===== src/ewu_params.svh =====
// Constants of the event-wait unit: event indices, register offsets and reset values.
`ifndef EWU_PARAMS_SVH
`define EWU_PARAMS_SVH

`define EWU_NUM_EVT      12
`define EWU_EVT_W        4
`define EWU_CFG_W        9
`define EWU_NUM_SLOT     4
`define EWU_DATA_W       32
`define EWU_ADDR_W       8

`define EWU_EVT_ATTN     4'h0
`define EWU_EVT_CT1      4'h1
`define EWU_EVT_CT2      4'h2
`define EWU_EVT_CT3      4'h3
`define EWU_EVT_WRAP     4'h4
`define EWU_EVT_INT      4'h5
`define EWU_EVT_PIN      4'h6
`define EWU_EVT_CUST1    4'h7
`define EWU_EVT_STREAM   4'hB

`define EWU_REG_STATUS   8'h00
`define EWU_REG_MASK     8'h04
`define EWU_REG_FLAGS    8'h08
`define EWU_REG_COUNTER  8'h0C

`define EWU_ST_TIMEOUT   0
`define EWU_ST_EVENT     1
`define EWU_ST_W         2

`define EWU_RST_CFG      9'h000
`define EWU_RST_WORD     32'h0000_0000
`define EWU_RST_ST       2'h0

`endif


===== src/ewu_pkg.sv =====
// Types shared by the event-wait unit modules.
package ewu_pkg;
    typedef enum logic [2:0] {
        EWU_OP_SETSE,
        EWU_OP_SETPAT,
        EWU_OP_QPREFIX,
        EWU_OP_WAIT,
        EWU_OP_POLL,
        EWU_OP_OTHER
    } ewu_op_t;

    typedef enum logic [1:0] {
        EWU_S_IDLE,
        EWU_S_WAIT
    } ewu_state_t;
endpackage


===== src/ewu_flag_bank.sv =====
// Sticky event flags of the event-wait unit, one bit per event source.
`timescale 1ns/1ns
`default_nettype none
module ewu_flag_bank #(
    parameter int N = 12
) (
    input  wire logic         clk_sys_i,
    input  wire logic         rst_i,
    input  wire logic [N-1:0] set_i,
    input  wire logic [N-1:0] clr_i,
    output logic      [N-1:0] flags_o
);
    typedef struct packed {
        logic [N-1:0] flags;
    } ewu_bank_t;

    ewu_bank_t s_q;
    ewu_bank_t s_d;

    // A set landing in the same cycle as its clear wins, so no event is lost.
    always_comb begin
        s_d = s_q;
        s_d.flags = (s_q.flags & ~clr_i) | set_i;
    end

    always_ff @(posedge clk_sys_i) begin
        if (rst_i) begin
            s_q <= '0;
        end else begin
            s_q <= s_d;
        end
    end

    assign flags_o = s_q.flags;
endmodule
`default_nettype wire


===== src/ewu_top.sv =====
// Event-wait unit: event slots, wait and poll operations, timeout and register port.
//
// Notes on behaviour
// RL1 - A slot configure operation loads bits 8:0 of the destination operand and takes two clocks.
// RL2 - A wait stalls until the named event flag is set and then clears that flag.
// RL3 - A queue prefix directly before a wait arms a system-counter timeout, otherwise none.
// RL4 - A finished wait writes the timeout indication to carry, zero or both as selected.
// RL5 - A wait takes at least two clocks and lasts while the flag is clear and no timeout occurs.
// RL6 - Timeout is the system counter reaching the prefixed value and leaves the flag untouched.
// RL7 - A poll copies the event flag to carry and/or zero and clears it in two clocks.
// RL8 - The pin pattern takes mask and match, carry picks the port and zero picks equal or not.
`timescale 1ns/1ns
`default_nettype none
`include "ewu_params.svh"
module ewu_top
    import ewu_pkg::*;
(
    input  wire logic                        clk_sys_i,
    input  wire logic                        rst_i,
    input  wire logic                        op_valid_i,
    input  wire ewu_pkg::ewu_op_t            op_code_i,
    input  wire logic [3:0]                  op_event_i,
    input  wire logic [31:0]                 op_d_i,
    input  wire logic [31:0]                 op_s_i,
    input  wire logic                        op_c_sel_i,
    input  wire logic                        op_z_sel_i,
    input  wire logic                        op_c_i,
    input  wire logic                        op_z_i,
    input  wire logic [11:0]                 event_pulse_i,
    input  wire logic [31:0]                 port_lo_i,
    input  wire logic [31:0]                 port_hi_i,
    input  wire logic [7:0]                  reg_addr_i,
    input  wire logic [31:0]                 reg_wdata_i,
    input  wire logic                        reg_we_i,
    input  wire logic                        reg_re_i,
    output logic      [31:0]                 reg_rdata_o,
    output logic                             busy_o,
    output logic                             done_o,
    output logic                             c_we_o,
    output logic                             z_we_o,
    output logic                             flag_val_o,
    output logic      [3:0][8:0]             slot_cfg_o,
    output logic      [31:0]                 system_counter_o,
    output logic                             irq_o
);
    import ewu_pkg::*;

    // ------------------------------------------------------------
    // State
    // ------------------------------------------------------------
    typedef struct packed {
        ewu_state_t                 state;
        logic [3:0]                 wait_evt;
        logic                       c_sel;
        logic                       z_sel;
        logic                       to_en;
        logic [31:0]                to_val;
        logic [31:0]                q_val;
        logic                       q_armed;
        logic [31:0]                system_counter;
        logic [3:0][8:0]            slot_cfg;
        logic [31:0]                pat_mask;
        logic [31:0]                pat_match;
        logic                       pat_hi;
        logic                       pat_ne;
        logic                       pat_prev;
        logic [1:0]                 status;
        logic [1:0]                 mask;
        logic [31:0]                rdata;
        logic                       irq;
        logic                       done;
        logic                       c_we;
        logic                       z_we;
        logic                       res;
    } ewu_state_all_t;

    ewu_state_all_t s_q;
    ewu_state_all_t s_d;

    logic [11:0] flags;
    logic [11:0] flag_set;
    logic [11:0] flag_clr;
    logic        accept;
    logic        pat_now;
    logic        evt_hit;
    logic        to_hit;
    logic [31:0] pat_port;
    logic [1:0]  st_set;

    // ------------------------------------------------------------
    // Event flags
    // ------------------------------------------------------------
    ewu_flag_bank #(
        .N (`EWU_NUM_EVT)
    ) u_flags (
        .clk_sys_i (clk_sys_i),
        .rst_i     (rst_i),
        .set_i     (flag_set),
        .clr_i     (flag_clr),
        .flags_o   (flags)
    );

    assign accept   = op_valid_i && (s_q.state == EWU_S_IDLE);
    assign pat_port = s_q.pat_hi ? port_hi_i : port_lo_i;
    assign pat_now  = ((pat_port & s_q.pat_mask) == s_q.pat_match) ^ s_q.pat_ne; // RL8
    assign evt_hit  = flags[s_q.wait_evt];
    assign to_hit   = s_q.to_en && (s_q.system_counter == s_q.to_val); // RL6

    always_comb begin
        flag_set = event_pulse_i;
        flag_set[`EWU_EVT_PIN] = event_pulse_i[`EWU_EVT_PIN] || (pat_now && !s_q.pat_prev); // RL8
        flag_clr = '0;
        if (accept && op_code_i == EWU_OP_POLL) begin
            flag_clr[op_event_i] = 1'b1; // RL7
        end
        if (s_q.state == EWU_S_WAIT && evt_hit) begin
            flag_clr[s_q.wait_evt] = 1'b1; // RL2
        end
    end

    // ------------------------------------------------------------
    // Operation sequencing and register port
    // ------------------------------------------------------------
    always_comb begin
        s_d = s_q;
        st_set = '0;
        s_d.system_counter = s_q.system_counter + 32'h0000_0001;
        s_d.pat_prev = pat_now;
        s_d.done = 1'b0;
        s_d.c_we = 1'b0;
        s_d.z_we = 1'b0;
        s_d.res = 1'b0;
        if (accept) begin
            // Any operation other than the prefix itself uses up the prefix.
            s_d.q_armed = 1'b0;
            case (op_code_i)
                EWU_OP_SETSE: begin
                    s_d.slot_cfg[op_event_i[1:0]] = op_d_i[8:0]; // RL1
                    s_d.done = 1'b1; // RL1
                end
                EWU_OP_SETPAT: begin
                    s_d.pat_mask = op_d_i; // RL8
                    s_d.pat_match = op_s_i;
                    s_d.pat_hi = op_c_i; // RL8
                    s_d.pat_ne = op_z_i; // RL8
                    s_d.done = 1'b1;
                end
                EWU_OP_QPREFIX: begin
                    s_d.q_val = op_d_i;
                    s_d.q_armed = 1'b1; // RL3
                    s_d.done = 1'b1;
                end
                EWU_OP_WAIT: begin
                    s_d.state = EWU_S_WAIT; // RL5
                    s_d.wait_evt = op_event_i;
                    s_d.c_sel = op_c_sel_i;
                    s_d.z_sel = op_z_sel_i;
                    s_d.to_en = s_q.q_armed; // RL3
                    s_d.to_val = s_q.q_val;
                end
                EWU_OP_POLL: begin
                    s_d.done = 1'b1;
                    s_d.res = flags[op_event_i]; // RL7
                    s_d.c_we = op_c_sel_i; // RL7
                    s_d.z_we = op_z_sel_i; // RL7
                end
                default: begin
                    s_d.done = 1'b1;
                end
            endcase
        end
        // The flag wins over a timeout that falls in the same cycle, since the event is real.
        if (s_q.state == EWU_S_WAIT && (evt_hit || to_hit)) begin // RL5
            s_d.state = EWU_S_IDLE;
            s_d.done = 1'b1;
            s_d.res = !evt_hit; // RL4
            s_d.c_we = s_q.c_sel; // RL4
            s_d.z_we = s_q.z_sel; // RL4
            st_set[`EWU_ST_TIMEOUT] = !evt_hit;
            st_set[`EWU_ST_EVENT] = evt_hit;
        end
        s_d.rdata = `EWU_RST_WORD;
        if (reg_re_i) begin
            case (reg_addr_i)
                `EWU_REG_STATUS:  s_d.rdata = {30'h0000_0000, s_q.status};
                `EWU_REG_MASK:    s_d.rdata = {30'h0000_0000, s_q.mask};
                `EWU_REG_FLAGS:   s_d.rdata = {20'h0_0000, flags};
                `EWU_REG_COUNTER: s_d.rdata = s_q.system_counter;
                default:          s_d.rdata = `EWU_RST_WORD;
            endcase
        end
        s_d.status = s_q.status;
        if (reg_we_i && reg_addr_i == `EWU_REG_STATUS) begin
            s_d.status = s_q.status & ~reg_wdata_i[1:0];
        end
        // Setting after the write-one-to-clear keeps a same-cycle event.
        s_d.status = s_d.status | st_set;
        if (reg_we_i && reg_addr_i == `EWU_REG_MASK) begin
            s_d.mask = reg_wdata_i[1:0];
        end
        s_d.irq = |(s_d.status & s_d.mask);
    end

    always_ff @(posedge clk_sys_i) begin
        if (rst_i) begin
            s_q <= '0;
            s_q.state <= EWU_S_IDLE;
            // The reset pattern has no mask bits and always matches, so the detector
            // starts high and leaving reset does not raise a false pin match.
            s_q.pat_prev <= 1'b1; // RL8
        end else begin
            s_q <= s_d;
        end
    end

    assign reg_rdata_o      = s_q.rdata;
    assign busy_o           = (s_q.state == EWU_S_WAIT);
    assign done_o           = s_q.done;
    assign c_we_o           = s_q.c_we;
    assign z_we_o           = s_q.z_we;
    assign flag_val_o       = s_q.res;
    assign slot_cfg_o       = s_q.slot_cfg;
    assign system_counter_o = s_q.system_counter;
    assign irq_o            = s_q.irq;
endmodule
`default_nettype wire


===== config.mk =====
export PLATFORM = sky130hd
export DESIGN_NAME = ewu_top
export DESIGN_NICKNAME = d
export VERILOG_FILES = /design/src/ewu_pkg.sv /design/src/ewu_flag_bank.sv /design/src/ewu_top.sv
export VERILOG_INCLUDE_DIRS = /design/src
export SDC_FILE = /design/constraint.sdc
export NUM_CORES = 1
export LEC_CHECK = 0
export BUFFER_PORTS_ARGS = -buffer_cell sky130_fd_sc_hd__buf_2
export CORE_MARGIN = 8
export CORE_UTILIZATION = 45
export DETAILED_ROUTE_END_ITERATION = 8
export PLACE_DENSITY = 0.81
export SLEW_MARGIN = 20
export SYNTH_ARGS = -nofsm -noshare
export SYNTH_HDL_FRONTEND = slang
export SYNTH_SLANG_ARGS = --single-unit

===== constraint.sdc =====
create_clock -name clk_sys_i -period 3.5 [get_ports clk_sys_i]
set_input_delay 0.525 -clock clk_sys_i [delete_from_list [all_inputs] [get_ports clk_sys_i]]
set_output_delay 0.525 -clock clk_sys_i [all_outputs]
set_load 0.01 [all_outputs]

==> flow_summary.ini, run 1 <==
[status]
status = complete, no violations

[logic_synthesis]
syn_nets = 1591
synthCells = 1394
synth_area_leaders = dfxtp_1 (45%), nand2_1 (10%), a21oi_1 (7.9%), buf_4 (6.6%), nor2_1 (3.1%)
synth-seq-cells = 261
syn_area_um2 = 11650
synth-edff-count = 0
ys_types = 53
seq_area_frac_synth = 0.4485
synth_top_cell_by_area = dfxtp_1
synth_top_area_share = 0.4485
ys_warn_count = 0
synth_common_cells = nand2_1 (320), dfxtp_1 (261), a21oi_1 (185), buf_4 (102), nor2_1 (97)
synth.avg_cell_area_um2 = 8.358
async_flop_share = 0
yosysMostFrequentCell = nand2_1
yosys_most_used_dff = dfxtp_1

[cts]
htree_levels = 1
clock_sinks = 261
post_cts_buffers = 0
clock-root-buffer = clkbuf_16
clock_path_buffers = 3
tritoncts = done
clk_pin_slew_ps = 60
ctsResizeCount = 0
holdBufCountCts = 0
numCtsBuffers = 28
clk_latency_ps = 530

[die]
fp.dieW_um = 176.9
coreArea_um2 = 25760
die_h_um = 176.9
initial_utilization = 0.4522
std_cell_rows = 59
io_pins = 302
die-area_um2 = 31300

[timing]
timing.slew.headroom = 0.3269
tightest_slew_ps = 1010
fin_crit_sh = 0.8339
hold_viol = 0
grt_setup_unrepaired = no
final_max_slew_viol_count = 0
clock_skew_ps = 12.97
worst_slack_ps = 581.4
setup_viol = 0
max_clock_freq_mhz = 342.6
layout_min_cycle_time_ps = 2919
final.setup.tns_ps = 0

[global_routing]
grt_pass1_vias = 9690
antenna_found_initial = 4
grt_usage = 0.1941
grt_overflow_total = 0
grt_pass1_wl_um = 49900
grt_max_degree = 136

[drt]
wire_per_inst_um = 16.70
drt-initial-drc-count = 629
wl_met3_um = 2295
via_count = 9832
ant_nets = 0
routed_wl_um = 31510
route.met2.wl_um = 14730
via_per_inst = 5.210
dr.pass1.iters = 6
met1_length_um = 13410
drcViolationCount = 0
highest_layer = met4

[cells_and_area]
area_delta_synth_final_pct = 14.94
drive_above_1_share = 0.2261
finalNetCount = 1726
final_core_util = 0.5198

[power]
power.density_nw_per_um2 = 475.2
p_total_mw = 6.363
ir_drop_mv = 0.2820
p_leak_nw = 5.502

[critical_path]
crit_type = reg -> reg
reg2regPathDepth = 8
crit_path_start_kind = flop
crit_fanout = 10
endpoint_kind = flop
critical_path_arrival_ps = 3290
worstPathRequired_ps = 3870

[min_path]
hold_depth = 3
min_path_type = in -> reg

[run]
maxCapViolations = 0

[place]
io_buffers = 271
routabilityCongestion = 0.8905
hpwl_um = 23120
dpl_worst_slack_ps = 539.1
==> kinds of logic (layout without fill, tap and decap cells) <==
group	Yosys count	count (layout)	synth area share
other	0	4	0
adder cells (fa/ha/maj)	1	1	0.001074
XOR/XNOR	57	57	0.04285
flip-flops	261	261	0.4485
multiplexers	70	70	0.07152
AO/OA/AOI/OAI	249	249	0.1186
AND/OR/NAND/NOR	570	570	0.2225
buffers and inverters	186	340	0.09504
==> routing by layer <==
metal | up-vias | GRT usage
li1 | 4870 | -
met1 | 4526 | 0.2418
met2 | 364 | 0.3246
met3 | 72 | 0.03755
met4 | 0 | 0.07916
met5 | - | 0
==> final timing paths <==
path | start | to | slack (ps)
max reg2reg | s_q[43]$_SDFFE_PP0P_ | u_flags.flags_o[6]$_SDFF_PP0_ | 580
min | event_pulse_i[2] | u_flags.flags_o[2]$_SDFF_PP0_ | 210
min reg2reg | slot_cfg_o[23]$_SDFFE_PP0P_ | slot_cfg_o[23]$_SDFFE_PP0P_ | 450
max | s_q[43]$_SDFFE_PP0P_ | u_flags.flags_o[6]$_SDFF_PP0_ | 580
==> power by group <==
part	switching, mW	internal [mW]	total, mW
Combinational	0.230	0.175	0.404
Clock	1.15	1.75	2.89
Sequential	0.0472	3.02	3.07
==> through the flow <==
stage / area [µm²] / cells / hold slack, ps
after floorplan: 11650 / 1394 / 431.9
after global placement: 12460 / 1833 / 436.6
after detailed placement: 12470 / 1834 / 440.6
after CTS: 13380 / 1883 / 183.3
after global routing: 13390 / 1887 / 186.1
final: 13390 / 1887 / 207.8
==> layout make-up <==
class                           instances  area (µm²)
Clock buffer                           44       862.1
Sequential cell                       261        5225
Clock inverter                          5       50.05
Multi-Input combinational cell        947        5331
Timing Repair Buffer                  285        1471
Inverter                                6       22.52
Tap cell                              335       419.2
Antenna cell                            4       10.01
Fill cell                            2420       12370
==> state kept, by name, indices dropped and copies added, names as in the netlist <==
name / cells
u_flags.flags_o: 12
c_we_o: 1
z_we_o: 1
irq_o: 1
slot_cfg_o: 36
system_counter_o: 32
flag_val_o: 1
reg_rdata_o: 32
done_o: 1
s_q: 144
==> critical path, stage by stage, from the launching register on <==
cell and delay (ps):
dfxtp_1 670, buf_4 260, mux2_1 360, a21o_1 190, a211oi_1 430, nand4_1 250
nor4_4 330, or4b_1 180, o211ai_1 90
==> placed cells by master (no fill, tap or decap), drive strengths merged, types with 3 or more instances in the layout <==
cell type / instances
clkbuf: 44
o22a: 9
a21oi: 185
o21ai: 14
and3: 31
a21boi: 13
nor4: 6
nor3: 8
mux4: 7
or3: 9
diode: 4
nor2b: 6
and3b: 7
and2: 22
a22oi: 15
nand2b: 4
nand3b: 11
nor4b: 7
mux2i: 33
nand3: 19
mux2: 30
nand4: 14
nor2: 97
inv: 6
xnor2: 34
clkinv: 4
xor2: 23
a31oi: 3
nand2: 320
dfxtp: 261
buf: 285
Power figures use the tool's default switching activity.
==> run 2: changes to the inputs <==
==> constraint.sdc (replaced) <==
create_clock -name clk_sys_i -period 2.9 [get_ports clk_sys_i]
set_input_delay 0.435 -clock clk_sys_i [delete_from_list [all_inputs] [get_ports clk_sys_i]]
set_output_delay 0.435 -clock clk_sys_i [all_outputs]
set_load 0.01 [all_outputs]
==> flow_summary.ini, run 2 (synthesis results as in run 1) <==
[global_routing]
grt_overflow_total = 0
grt_pass1_wl_um = 49390
grt_usage = 0.1930
grt_max_degree = 96
grt_pass1_vias = 9516
antenna_found_initial = 3

[critical_path]
critical_path_arrival_ps = 3090
endpoint_kind = flop
path_cells = buf_12 > buf_4 > mux2_1 > and3b_1 > nor4b_1 > nand4_1 > nor4_4 > or4b_1 > o211ai_1
r2r_start = s_q[43]$_SDFFE_PP0P_
reg2regPathDepth = 9
cp_slowest_cell = nor4b_1
crit_path_start_kind = flop
critPathBufInv = 2
r2r_setup_slack_ps = 200
worstPathRequired_ps = 3290
r2r_end = u_flags.flags_o[6]$_SDFF_PP0_
crit_type = reg -> reg
crit_start = s_q[43]$_SDFFE_PP0P_
critPathTopFamily = simple AND/OR/NAND/NOR gates
crit_fanout = 14
cpPeakStageDelay_ps = 470

[drt]
via_per_inst = 5.141
drt-initial-drc-count = 625
wire_per_inst_um = 16.66
ant_nets = 0
dr.pass1.iters = 5
via_count = 9721
drcViolationCount = 0
routed_wl_um = 31500

[die]
die_h_um = 176.9
fp.dieW_um = 176.9
std_cell_rows = 59
io_pins = 302
coreArea_um2 = 25760
die-area_um2 = 31300
initial_utilization = 0.4522

[timing]
timing.slew.headroom = 0.5062
setup_viol = 0
final_max_slew_viol_count = 0
final.setup.tns_ps = 0
hold_ws_ps = 103.7
tightest_slew_ps = 740.6
layout_min_cycle_time_ps = 2697
worst_slack_ps = 203.3
fin_crit_sh = 0.9299
max_clock_freq_mhz = 370.8
hold_viol = 0
clock_skew_ps = 20.71
grt_setup_unrepaired = no

[power]
p_total_mw = 7.757
p_leak_nw = 5.542
power.density_nw_per_um2 = 576.2
ir_drop_mv = 0.3791

[cts]
ctsResizeCount = 0
post_cts_buffers = 0
htree_levels = 1
clk_pin_slew_ps = 60
clock_path_buffers = 3
holdBufCountCts = 0
tritoncts = done
numCtsBuffers = 28
clock-root-buffer = clkbuf_16
clk_latency_ps = 540
clock_sinks = 261

[min_path]
worstHoldStart = event_pulse_i[2]
min_path_type = in -> reg
hold_depth = 3
whs_endpoint = u_flags.flags_o[2]$_SDFF_PP0_

[cells_and_area]
multi_input_comb_area_um2 = 5331
regMostFlops = s_q
final_core_util = 0.5225
largest_register_ffs = 144
drive_above_1_share = 0.2305
final_cell_mix = nand2_1 (320), buf_2 (270), dfxtp_1 (261)
fillers = 2407
area_delta_synth_final_pct = 15.54
final_common_cell = nand2_1
finalNetCount = 1731
regArea_um2 = 5225

[place]
dpl_worst_slack_ps = 210.1
hpwl_um = 23170
io_buffers = 271
routabilityCongestion = 0.8832

[status]
status = complete, no violations

[run]
maxCapViolations = 0
[run 2: changes by cell type in the layout (fill, tap and decap cells not counted), sizes merged]
cell / delta
clkbuf: -4
buf: +5
clkinvlp: +1
bufinv: +1
diode: -1
clkinv: +2
[run 2: area by class of cell]
class | instances | share of cell area
Timing Repair Buffer | 290 | 0.1127
Multi-Input combinational cell | 947 | 0.3960
Inverter | 6 | 0.001673
Clock buffer | 40 | 0.06218
Sequential cell | 261 | 0.3881
Antenna cell | 3 | 0.0005577
Tap cell | 335 | 0.03114
Clock inverter | 9 | 0.007529
[run 2: routing by layer]
metal | wire length (µm) | vias up | GRT usage
met3 | 2001 | 49 | 0.03734
met2 | 14820 | 319 | 0.3191
met4 | 703 | 0 | 0.05849
met5 | 0 | - | 0
met1 | 13970 | 4491 | 0.2510
li1 | - | 4862 | -
[run 2: worst max-delay path by stage]
stage,to,slack [ps],cells past startpoint
after global routing,u_flags.flags_o[6]$_SDFF_PP0_,80,9
after detailed placement,u_flags.flags_o[6]$_SDFF_PP0_,210,9
after CTS,u_flags.flags_o[6]$_SDFF_PP0_,200,9
after global placement,u_flags.flags_o[6]$_SDFF_PP0_,250,9
final,u_flags.flags_o[6]$_SDFF_PP0_,200,9
after floorplan,u_flags.flags_o[6]$_SDFF_PP0_,790,9
[run 2: worst reg2reg max path, delay by kind of cell, from the launching register on]
kind                   cells  cell delay [ps]
and+or+nand+nor            5             1390
AOI/OAI and AO/OA          1               80
buffers and inverters      2              370
muxes                      1              360
DFF                        1              350
[run 2: metrics by stage]
stage / instance area, µm² / std cells
after global placement: 12520 / 1839
after CTS: 13450 / 1888
final: 13460 / 1891
after floorplan: 11650 / 1394
after global routing: 13460 / 1891
after detailed placement: 12520 / 1839
[run 2: where the power goes]
part | total (mW) | internal (mW) | switching (mW)
Sequential | 3.70 | 3.64 | 0.0544
Clock | 3.57 | 2.17 | 1.40
Combinational | 0.489 | 0.212 | 0.277
